$ cat src/sfefp_map.svh
`ifndef SFEFP_MAP_SVH
`define SFEFP_MAP_SVH
`define SFEFP_FRAME_LEN    8'd160
`define SFEFP_SUBSEG_LEN   6'd40
`define SFEFP_SUBSEG_CNT   3'd4
`define SFEFP_HOME_SAMPLE  16'h0008
`define SFEFP_FILT_COEF    16'h7FDF
`define SFEFP_ROUND_15     32'h0000_4000
`define SFEFP_MAX16        16'h7FFF
`define SFEFP_MIN16        16'h8000
`define SFEFP_MAX32        32'h7FFF_FFFF
`define SFEFP_MIN32        32'h8000_0000
`define SFEFP_DOWN_RIGHT   8'sh03
`define SFEFP_DOWN_LEFT    8'sh02
`define SFEFP_FRAC_SHIFT   8'sh0F
`define SFEFP_FIFO_DEPTH   32
`endif

$ cat src/sfefp_pkg.sv
package sfefp_pkg;
  typedef logic signed [15:0] sfefp_word_type;
  typedef logic signed [31:0] sfefp_long_type;
  typedef struct packed {
    logic           frame_start;
    logic [1:0]     subseg;
    sfefp_word_type sample;
  } sfefp_sample_type;
endpackage

$ cat src/sfefp_fifo.sv
`timescale 1ns/1ps
module sfefp_fifo #(
  parameter int WIDTH = 19,
  parameter int DEPTH = 32
) (
  // Clock and reset
  input  wire logic             i_clk,
  input  wire logic             i_reset_n,
  // Fill side
  input  wire logic             i_in_valid,
  input  wire logic [WIDTH-1:0] i_in_data,
  output logic                  o_in_ready,
  // Drain side
  output logic                  o_out_valid,
  output logic [WIDTH-1:0]      o_out_data,
  input  wire logic             i_out_ready
);
  localparam int AW = $clog2(DEPTH);
  logic [WIDTH-1:0] mem_reg [DEPTH];
  logic [AW-1:0]    wr_ptr_reg;
  logic [AW-1:0]    rd_ptr_reg;
  logic [AW:0]      count_reg;
  logic             push;
  logic             pop;

  assign o_in_ready  = (count_reg != (AW+1)'(DEPTH));
  assign o_out_valid = (count_reg != '0);
  assign o_out_data  = mem_reg[rd_ptr_reg];
  assign push        = i_in_valid && o_in_ready;
  assign pop         = o_out_valid && i_out_ready;

  always_ff @(posedge i_clk) begin
    if (push) begin
      mem_reg[wr_ptr_reg] <= i_in_data;
    end
  end

  always_ff @(posedge i_clk or negedge i_reset_n) begin
    if (!i_reset_n) begin
      wr_ptr_reg <= '0;
      rd_ptr_reg <= '0;
      count_reg  <= '0;
    end else begin
      if (push) begin
        wr_ptr_reg <= (wr_ptr_reg == AW'(DEPTH-1)) ? '0 : wr_ptr_reg + AW'(1);
      end
      if (pop) begin
        rd_ptr_reg <= (rd_ptr_reg == AW'(DEPTH-1)) ? '0 : rd_ptr_reg + AW'(1);
      end
      count_reg <= count_reg + (AW+1)'(push) - (AW+1)'(pop);
    end
  end
endmodule

$ cat src/sfefp_top.sv
`timescale 1ns/1ps
`include "sfefp_map.svh"
module sfefp_top #(
  parameter int FIFO_DEPTH = `SFEFP_FIFO_DEPTH
) (
  // Clock and reset
  input  wire logic                       i_clk,
  input  wire logic                       i_reset_n,
  // Sample source
  input  wire logic                       i_in_valid,
  input  wire logic                       i_in_frame_start,
  input  wire sfefp_pkg::sfefp_word_type  i_in_sample,
  output logic                            o_in_ready,
  // Filtered sample stream to later stages
  output logic                            o_out_valid,
  output sfefp_pkg::sfefp_sample_type     o_out_data,
  input  wire logic                       i_out_ready,
  // Status
  output logic                            o_homed
);
  import sfefp_pkg::*;

  // Saturating primitives
  function automatic sfefp_word_type sat16(input logic signed [16:0] v);
    if (v > 17'sd32767) begin
      return `SFEFP_MAX16;
    end else if (v < -17'sd32768) begin
      return `SFEFP_MIN16;
    end
    return v[15:0];
  endfunction

  function automatic sfefp_word_type add16(input sfefp_word_type a, input sfefp_word_type b);
    return sat16(17'(a) + 17'(b));
  endfunction

  function automatic sfefp_word_type sub16(input sfefp_word_type a, input sfefp_word_type b);
    return sat16(17'(a) - 17'(b));
  endfunction

  function automatic sfefp_long_type sat32(input logic signed [32:0] v);
    logic signed [32:0] hi;
    logic signed [32:0] lo;
    hi = 33'(signed'(`SFEFP_MAX32));
    lo = -33'sd2147483648;
    if (v > hi) begin
      return `SFEFP_MAX32;
    end else if (v < lo) begin
      return `SFEFP_MIN32;
    end
    return v[31:0];
  endfunction

  function automatic sfefp_long_type ladd(input sfefp_long_type a, input sfefp_long_type b);
    return sat32(33'(a) + 33'(b));
  endfunction

  function automatic sfefp_long_type lsub(input sfefp_long_type a, input sfefp_long_type b);
    return sat32(33'(a) - 33'(b));
  endfunction

  function automatic sfefp_word_type mult(input sfefp_word_type a, input sfefp_word_type b);
    sfefp_long_type p;
    p = a * b;
    if (a == `SFEFP_MIN16 && b == `SFEFP_MIN16) begin
      return `SFEFP_MAX16;
    end
    return 16'(p >>> `SFEFP_FRAC_SHIFT);
  endfunction

  function automatic sfefp_word_type mult_r(input sfefp_word_type a, input sfefp_word_type b);
    sfefp_long_type p;
    p = a * b;
    if (a == `SFEFP_MIN16 && b == `SFEFP_MIN16) begin
      return `SFEFP_MAX16;
    end
    return 16'((p + `SFEFP_ROUND_15) >>> `SFEFP_FRAC_SHIFT);
  endfunction

  function automatic sfefp_word_type abs16(input sfefp_word_type a);
    if (a == `SFEFP_MIN16) begin
      return `SFEFP_MAX16;
    end
    return (a < 0) ? -a : a;
  endfunction

  // Restoring division; numerator not above denominator, both positive
  function automatic sfefp_word_type div16(input sfefp_word_type num, input sfefp_word_type den);
    sfefp_long_type  r;
    sfefp_word_type  q;
    if (num == den) begin
      return `SFEFP_MAX16;
    end
    r = 32'(num);
    q = '0;
    for (int i = 0; i < 15; i++) begin
      r = r <<< 1;
      q = q <<< 1;
      if (r >= 32'(den)) begin
        r = r - 32'(den);
        q = q + 16'sd1;
      end
    end
    return q;
  endfunction

  function automatic sfefp_long_type lmult(input sfefp_word_type a, input sfefp_word_type b);
    sfefp_long_type p;
    p = a * b;
    return p <<< 1;
  endfunction

  // Signed shift counts; negative flips direction
  function automatic sfefp_long_type lshl(input sfefp_long_type v, input logic signed [7:0] n);
    return (n < 0) ? (v >>> (-n)) : (v <<< n);
  endfunction

  function automatic sfefp_long_type lshr(input sfefp_long_type v, input logic signed [7:0] n);
    return (n < 0) ? (v <<< (-n)) : (v >>> n);
  endfunction

  function automatic sfefp_word_type shl16(input sfefp_word_type v, input logic signed [7:0] n);
    return (n < 0) ? (v >>> (-n)) : (v <<< n);
  endfunction

  function automatic sfefp_word_type shr16(input sfefp_word_type v, input logic signed [7:0] n);
    return (n < 0) ? (v <<< (-n)) : (v >>> n);
  endfunction

  // Input capture stage
  logic           cap_valid_reg;
  logic           cap_start_reg;
  sfefp_word_type cap_sample_reg;
  logic           fifo_in_ready;
  logic           take;

  // Take only on a handshake; ready high implies the capture stage is empty
  assign take = i_in_valid && o_in_ready;

  always_ff @(posedge i_clk or negedge i_reset_n) begin
    if (!i_reset_n) begin
      cap_valid_reg  <= 1'b0;
      cap_start_reg  <= 1'b0;
      cap_sample_reg <= '0;
    end else if (take) begin
      cap_valid_reg  <= 1'b1;
      cap_start_reg  <= i_in_frame_start;
      cap_sample_reg <= i_in_sample;
    end else if (fifo_in_ready) begin
      cap_valid_reg  <= 1'b0;
    end
  end

  always_ff @(posedge i_clk or negedge i_reset_n) begin
    if (!i_reset_n) begin
      o_in_ready <= 1'b0;
    end else begin
      o_in_ready <= !cap_valid_reg && !take && fifo_in_ready;
    end
  end

  // Frame position
  logic [7:0] pos_reg;
  logic       aligned_reg;
  logic       all_home_reg;
  logic       step;
  logic       frame_first;
  logic       frame_last;

  assign step        = cap_valid_reg && fifo_in_ready;
  assign frame_first = cap_start_reg || (pos_reg == 8'd0);
  assign frame_last  = (cap_start_reg ? 8'd0 : pos_reg) == `SFEFP_FRAME_LEN - 8'd1;

  always_ff @(posedge i_clk or negedge i_reset_n) begin
    if (!i_reset_n) begin
      pos_reg <= '0;
    end else if (step) begin
      if (frame_last) begin
        pos_reg <= '0;
      end else begin
        pos_reg <= (cap_start_reg ? 8'd0 : pos_reg) + 8'd1;
      end
    end
  end

  // Homing detect on valid sample bits only; don't-care bits may be random
  logic is_home;
  assign is_home = (cap_sample_reg[15:3] == 13'(`SFEFP_HOME_SAMPLE >> 3));

  always_ff @(posedge i_clk or negedge i_reset_n) begin
    if (!i_reset_n) begin
      aligned_reg  <= 1'b0;
      all_home_reg <= 1'b0;
    end else if (step) begin
      if (frame_first) begin
        aligned_reg  <= cap_start_reg;
        all_home_reg <= is_home;
      end else begin
        all_home_reg <= all_home_reg && is_home;
      end
    end
  end

  logic home_now;
  assign home_now = step && frame_last && !frame_first && aligned_reg && all_home_reg &&
                    is_home;

  // Offset compensation filter datapath
  sfefp_word_type input_delay_reg;
  sfefp_long_type feedback_state_reg;
  sfefp_word_type sample_valid;
  sfefp_word_type downscaled;
  sfefp_word_type difference_term;
  sfefp_long_type feedback_sum;
  sfefp_word_type high_part;
  sfefp_long_type low_part;
  sfefp_word_type low_prod;
  sfefp_long_type feedback_state_next;
  sfefp_word_type filtered;

  always_comb begin
    sample_valid    = {cap_sample_reg[15:3], 3'b000};
    downscaled      = shl16(shr16(sample_valid, `SFEFP_DOWN_RIGHT), `SFEFP_DOWN_LEFT);
    difference_term = sub16(downscaled, input_delay_reg);
    feedback_sum    = lshl(32'(difference_term), `SFEFP_FRAC_SHIFT);
    high_part       = 16'(lshr(feedback_state_reg, `SFEFP_FRAC_SHIFT));
    low_part        = lsub(feedback_state_reg, lshl(32'(high_part), `SFEFP_FRAC_SHIFT));
    low_prod        = mult_r(16'(low_part), `SFEFP_FILT_COEF);
    feedback_sum    = ladd(feedback_sum, 32'(low_prod));
    feedback_state_next = ladd(lshr(lmult(high_part, `SFEFP_FILT_COEF), 8'sh01),
                               feedback_sum);
    filtered = 16'(lshr(ladd(feedback_state_next, `SFEFP_ROUND_15),
                        `SFEFP_FRAC_SHIFT));
  end

  always_ff @(posedge i_clk or negedge i_reset_n) begin
    if (!i_reset_n) begin
      input_delay_reg    <= '0;
      feedback_state_reg <= '0;
    end else if (home_now) begin
      input_delay_reg    <= '0;
      feedback_state_reg <= '0;
    end else if (step) begin
      input_delay_reg    <= downscaled;
      feedback_state_reg <= feedback_state_next;
    end
  end

  always_ff @(posedge i_clk or negedge i_reset_n) begin
    if (!i_reset_n) begin
      o_homed <= 1'b0;
    end else begin
      o_homed <= home_now;
    end
  end

  // Output buffer
  sfefp_sample_type fifo_in;
  sfefp_sample_type fifo_out;
  logic             fifo_out_valid;
  logic             pop;
  logic [7:0]       cur_pos;

  assign cur_pos             = cap_start_reg ? 8'd0 : pos_reg;
  assign fifo_in.frame_start = frame_first;
  assign fifo_in.subseg      = 2'(cur_pos / 8'(`SFEFP_SUBSEG_LEN));
  assign fifo_in.sample      = filtered;

  sfefp_fifo #(
    .WIDTH($bits(sfefp_sample_type)),
    .DEPTH(FIFO_DEPTH)
  ) sfefp_fifo_inst (
    .i_clk       (i_clk),
    .i_reset_n   (i_reset_n),
    .i_in_valid  (cap_valid_reg),
    .i_in_data   (fifo_in),
    .o_in_ready  (fifo_in_ready),
    .o_out_valid (fifo_out_valid),
    .o_out_data  (fifo_out),
    .i_out_ready (pop)
  );

  // Registered output skid
  assign pop = fifo_out_valid && (!o_out_valid || i_out_ready);

  always_ff @(posedge i_clk or negedge i_reset_n) begin
    if (!i_reset_n) begin
      o_out_valid <= 1'b0;
      o_out_data  <= '0;
    end else if (pop) begin
      o_out_valid <= 1'b1;
      o_out_data  <= fifo_out;
    end else if (i_out_ready) begin
      o_out_valid <= 1'b0;
    end
  end
endmodule

$ cat config.mk
export PLATFORM = sky130hd
export DESIGN_NAME = sfefp_top
export DESIGN_NICKNAME = d
export VERILOG_FILES = /design/src/sfefp_pkg.sv /design/src/sfefp_fifo.sv /design/src/sfefp_top.sv
export VERILOG_INCLUDE_DIRS = /design/src
export SDC_FILE = /design/constraint.sdc
export NUM_CORES = 2
export LEC_CHECK = 0
export ABC_AREA = 1
export BUFFER_PORTS_ARGS = -buffer_cell sky130_fd_sc_hd__buf_2
export CAP_MARGIN = 25
export CORE_AREA = 2 2 360 362
export DETAILED_ROUTE_END_ITERATION = 16
export DIE_AREA = 0 0 362 364
export PLACE_DENSITY = 0.57
export SLEW_MARGIN = 30
export SYNTH_ARGS = -nofsm -noshare
export SYNTH_HDL_FRONTEND = slang
export SYNTH_SLANG_ARGS = --single-unit
$ cat constraint.sdc
create_clock -name i_clk -period 14.65 [get_ports i_clk]
set_clock_uncertainty 0.1 [all_clocks]
set_input_delay 2.1975 -clock i_clk [delete_from_list [all_inputs] [get_ports i_clk]]
set_output_delay 2.1975 -clock i_clk [all_outputs]
set_load 0.05 [all_outputs]
Word-level counts from Yosys, hierarchy flattened

Memory sizes are Yosys's and may differ from the RTL's. A register that Yosys moved wholly into a read port is not among the register bits.
Index checks and enable logic that the tools add are counted.

Register bits: 95
RAM bits: 608
Input bits: 21
Output and inout port bits: 22
Logic and storage cells: 109
Memories kept: 1

Memories:

| name                    | depth | width | read ports | clocked after memory_dff | wr ports | RTL line         | RTL |
|---|---|---|---|---|---|---|---|
| sfefp_fifo_inst.mem_reg | 32    | 19    | 1          | 1                        | 1        | sfefp_fifo.sv:19 | `logic [WIDTH-1:0] mem_reg [DEPTH];` |

Add/subtract/negate cells: 11
Multipliers: 2
Divide/modulo/power cells: 1
Magnitude comparators: 10
Equality and inequality tests: 5
Muxes and demuxes: 40
Reductions and logical operators: 25

Operators with widths:

| operator                 | count |
|---|---|
| $mux W32                 | 8 |
| $mux W16                 | 8 |
| $gt A33 B32 Y1 const B   | 3 |
| $lt A33 B32 Y1 const B   | 3 |
| $mux W31                 | 3 |
| $mul A16 B16 Y31 const B | 2 |
| $add A31 B32 Y33         | 1 |
| $add A32 B16 Y33 const B | 1 |
| $sub A32 B31 Y33         | 1 |
| $add A31 B16 Y32         | 1 |
| $gt A32 B32 Y1 const B   | 1 |
| $lt A32 B32 Y1 const B   | 1 |
| $add A31 B15 Y31 const B | 1 |
| $gt A17 B16 Y1 const B   | 1 |
| $lt A17 B16 Y1 const B   | 1 |
| $mux W1                  | 17 |
| $sub A15 B16 Y17         | 1 |
| $mux W8                  | 2 |
| $eq A13 B1 Y1 const B    | 1 |
| $logic_and A1 B1 Y1      | 12 |
| $add A5 B1 Y5 const B    | 2 |
| $eq A5 B5 Y1 const B     | 2 |
| $mux W5                  | 2 |
| $add A8 B1 Y8 const B    | 1 |
| 11 further kinds         | 18 |

Depth between registers and ports, before layout

Depth in word-level cells: 22
Gate-level depth with buffers: 77
Depth with buffers taken out: 72

Hierarchy

Synthesis repeated with hierarchy kept, for this count alone.

Cells, all modules: 5218
Area, all modules: 48227.5 sq um

By module, submodules not included:

| module     | times used | cells each | area each (sq um) |
|---|---|---|---|
| sfefp_fifo | 1          | 2732       | 27585.2 |
| sfefp_top  | 1          | 2486       | 20642.3 |

Least setup slack after synthesis

Ideal clock, no wire load.

Path kind: register -> register
Start: register feedback_state_reg[30]
End: memory sfefp_fifo_inst.mem_reg[0][11], data pin
Arrival time: 14416 ps
Setup slack: -145 ps
Cell stages (with the launch flop): 75
Buffers on the path: 5
Period minus slack after synthesis: 14795 ps
Cell sequence: dfrtp_1 -> inv_1 -> nor2_1 -> clkbuf_1 -> clkbuf_1 -> nor2_1 -> inv_1 -> fa_1 -> inv_1 -> fa_1 -> fa_1 -> inv_1 -> fa_1 -> fa_1 -> inv_1 -> fa_1 -> inv_1 -> ha_1 -> [... 39 more ...] -> buf_6 -> buf_4 -> inv_2 -> nor2_1 -> ha_1 -> nand3_1 -> nor2_4 -> nand2_2 -> xor2_1 -> nand3_1 -> nor2_1 -> nand2_1 -> nor2_1 -> nand3_1 -> nand2_1 -> nand2_2 -> buf_6 -> nand2_1

RTL lines:

| item                     | RTL line         | RTL |
|---|---|---|
| start: declaration       | sfefp_top.sv:210 | `sfefp_long_type feedback_state_reg;` |
| start signal: assignment | sfefp_top.sv:245 | `feedback_state_reg <= feedback_state_next;` |
| end: declaration         | sfefp_fifo.sv:19 |  |

==> flow_summary.json <==
{
  "status": "finished clean",
  "hp-start": "o_out_data[4]",
  "grt_pass1_wl_um": 179000,
  "dp_hpwl_um": 76500,
  "clockBufferDepth": 3,
  "worst_pin_slew_ns": 1.01,
  "syn_inst": 4102,
  "fp.dieH_um": 364,
  "multi_input_area_um2": 20600,
  "synthesis.area_um2": 44500,
  "cts_resized": 0,
  "synthFlopType": "edfxtp_1",
  "crit_family": "adder cells",
  "min_path_cells": 2,
  "synth_edf_count": 608,
  "cts_inserted_buffers": 72,
  "finalCritPeriodShare_pct": 91.6,
  "grt_pass1_vias": 29900,
  "slew_viol_final": 0,
  "rr_worst_depth": 69,
  "clock_latency_ns": 0.67,
  "cts_tree": "yes",
  "hold_class": "register to register",
  "num_rows": 132,
  "crit_buf_inv": 13,
  "postCtsSetupRepairBufs": 0,
  "dieWidth_um": 362,
  "vias": 29800,
  "drc": 0,
  "ant_nets": 0,
  "initial_core_util_pct": 34.7,
  "slowest_stage": "fa_1",
  "grt_max_degree": 157,
  "max_freq_mhz": 74.5,
  "wirelength_um": 116000,
  "io_pins": 43,
  "cts_sinks": 716,
  "r2r-end": "sfefp_fifo_inst.mem_reg[20][3]",
  "hold_end": "o_out_data[4]",
  "required_ns": 15.00,
  "num-nets-final": 4793,
  "slew-limit-headroom_pct": 32.9,
  "critPathMostFrequentCell": "nand2_1",
  "seq_area_frac_synth_pct": 47.1,
  "htreeDepth": 3,
  "final_hold_viol_count": 0,
  "setup_viol": 0,
  "drt_iter0_markers": 2312,
  "cts-root-buf": "clkbuf_16",
  "yosys.cell_types.count": 57,
  "dp.cells": 5747,
  "vias_per_cell": 5.07,
  "routedWlPerCell_um": 19.6,
  "rrSetupSlack_ns": 1.23,
  "ys_async_sr_fraction_pct": 15.1,
  "syn_to_final_growth_pct": 11.0,
  "period_minus_slack_ns": 13.42,
  "slowest_delay_ns": 0.64,
  "port-buffer-count": 39,
  "grt_usage_pct": 17.6,
  "stdcell_count": 5882,
  "clk_pin_slew_ns": 0.06,
  "die_area_um2": 132000,
  "antenna_found_initial": 1,
  "yosys_warnings": 0,
  "place.gp.congestion": 0.865,
  "largest_reg_flops": 608,
  "grt_overflow": 0,
  "ff_latch_area_um2": 21000,
  "r2r_start": "feedback_state_reg[30]",
  "finalCoreUtilization_pct": 38.5,
  "synth_top_cell_area_share_pct": 41.1,
  "arrival_ns": 13.77,
  "fin_setup_tns_ns": 0,
  "cap_viol_max_count": 0,
  "rsz0062_at_grt": "false",
  "syn-num-nets": 4748,
  "core_um2": 128000,
  "drive_gt1_share_pct": 7.73,
  "synth_seq_cells": 716,
  "synth_area_leaders": "edfxtp_1 (41%), fa_1 (14%), ha_1 (8.8%)",
  "avgSynthCellArea_um2": 10.8,
  "path_max_fanout": 32,
  "setup.worst_path.start_class": "register",
  "fill_cells": 12500,
  "cp-end-kind": "register",
  "drt_first_pass_iters": 5,
  "path_class": "register to register",
  "postCtsHoldBufs": 0,
  "yosys.area.top_type": "edfxtp_1"
}
==> synthesized netlist by cell type, drive strengths merged (48+ instances only) <==
cell / number
inv: 677
dfrtp: 108
nand3: 132
a21oi: 428
nor2: 182
xor2: 78
ha: 314
xnor2: 48
fa: 311
o221ai: 153
edfxtp: 608
nand2: 585
o21ai: 171
clkbuf: 131
==> area by class of cell <==
cell class                 count  share of cell area (%)
clock buffer                  98                    3.97
tap                         1675                    4.25
inverter                     678                    5.17
sequential                   716                    42.5
timing repair buffer         116                    1.73
clock inverter                35                   0.745
multi-input combinational   2563                    41.6
antenna                        1                 0.00507
==> worst max path at each step <==
stage / cells past startpoint / slack, ns / start / endpoint
6_report: 69 / 1.23 / feedback_state_reg[30] / sfefp_fifo_inst.mem_reg[20][3]
5_1_grt: 70 / 0.04 / feedback_state_reg[30] / sfefp_fifo_inst.mem_reg[20][3]
4_1_cts: 67 / 0.57 / feedback_state_reg[30] / sfefp_fifo_inst.mem_reg[7][1]
3_5_place_dp: 67 / 0.64 / feedback_state_reg[30] / sfefp_fifo_inst.mem_reg[31][9]
3_3_place_gp: 69 / 0.72 / feedback_state_reg[30] / sfefp_fifo_inst.mem_reg[26][3]
2_1_floorplan: 74 / 0.34 / feedback_state_reg[30] / sfefp_fifo_inst.mem_reg[0][11]
==> logic make-up (layout without fill, tap and decap cells) <==
logic type      count (synthesis)  after routing  synth area share, %
compound gates                833            833                 11.1
xor+xnor                      126            126                 2.48
fa+ha+maj                     625            625                 22.8
buf+inv                       824            927                 7.05
flops                         716            716                 47.1
mux                             5              5                0.127
other cells                     1              2              0.00843
simple gates                  972            973                 9.22
==> placed cells by master, fill, tap and decap left out, types with 5 or more instances in the layout <==
master,instances
nand2_2,15
buf_4,60
xor2_1,77
nand3_1,128
a32o_1,8
xnor2_1,48
a21oi_1,426
buf_6,17
o21ai_1,8
nor3_1,12
nand2_4,5
nor4_1,5
edfxtp_1,608
inv_1,665
nand2_1,565
a31oi_1,9
fa_1,311
clkinv_1,15
clkinv_2,8
o221ai_1,153
mux2_2,5
o21ai_0,161
dfrtp_1,104
nand4_1,24
nor3_2,7
clkbuf_16,73
inv_2,10
nor2_1,146
inv_6,5
nand3b_1,7
a21o_1,5
a21boi_0,7
o21bai_1,19
clkbuf_1,21
ha_1,314
nor2_2,33
o22ai_1,10
buf_2,38
or2_2,13
==> through the flow <==
step	hold slack [ns]	instance area [um^2]	setup slack [ns]
floorplan	0.352	44500	0.335
global placement	0.361	46900	0.721
detailed placement	0.365	46900	0.642
CTS	0.381	49200	0.569
global route	0.389	49400	0.0361
finish	0.378	49400	1.23
==> routing by layer <==
| metal | global-route usage, % | part of all wire, % | up-vias |
|---|---|---|---|
| li1 | - | - | 14000 |
| met1 | 24.7 | 45 | 14900 |
| met2 | 29.0 | 48 | 760 |
| met3 | 2.29 | 5.0 | 143 |
| met4 | 3.95 | 2.1 | 0 |
| met5 | 0 | 0 | - |
==> worst register-to-register path: cells and delay by family, from the launching register on <==
kind / cells / cell delay [ns]
fa+ha+maj: 10 / 4.40
simple gates: 26 / 3.19
compound gates: 17 / 2.85
buf+inv: 13 / 1.65
xor+xnor: 3 / 0.60
flops: 1 / 0.40
Power is left out: the tool's default activity adds up to more than one toggle a clock period on the data nets, which glitch-free logic cannot reach.
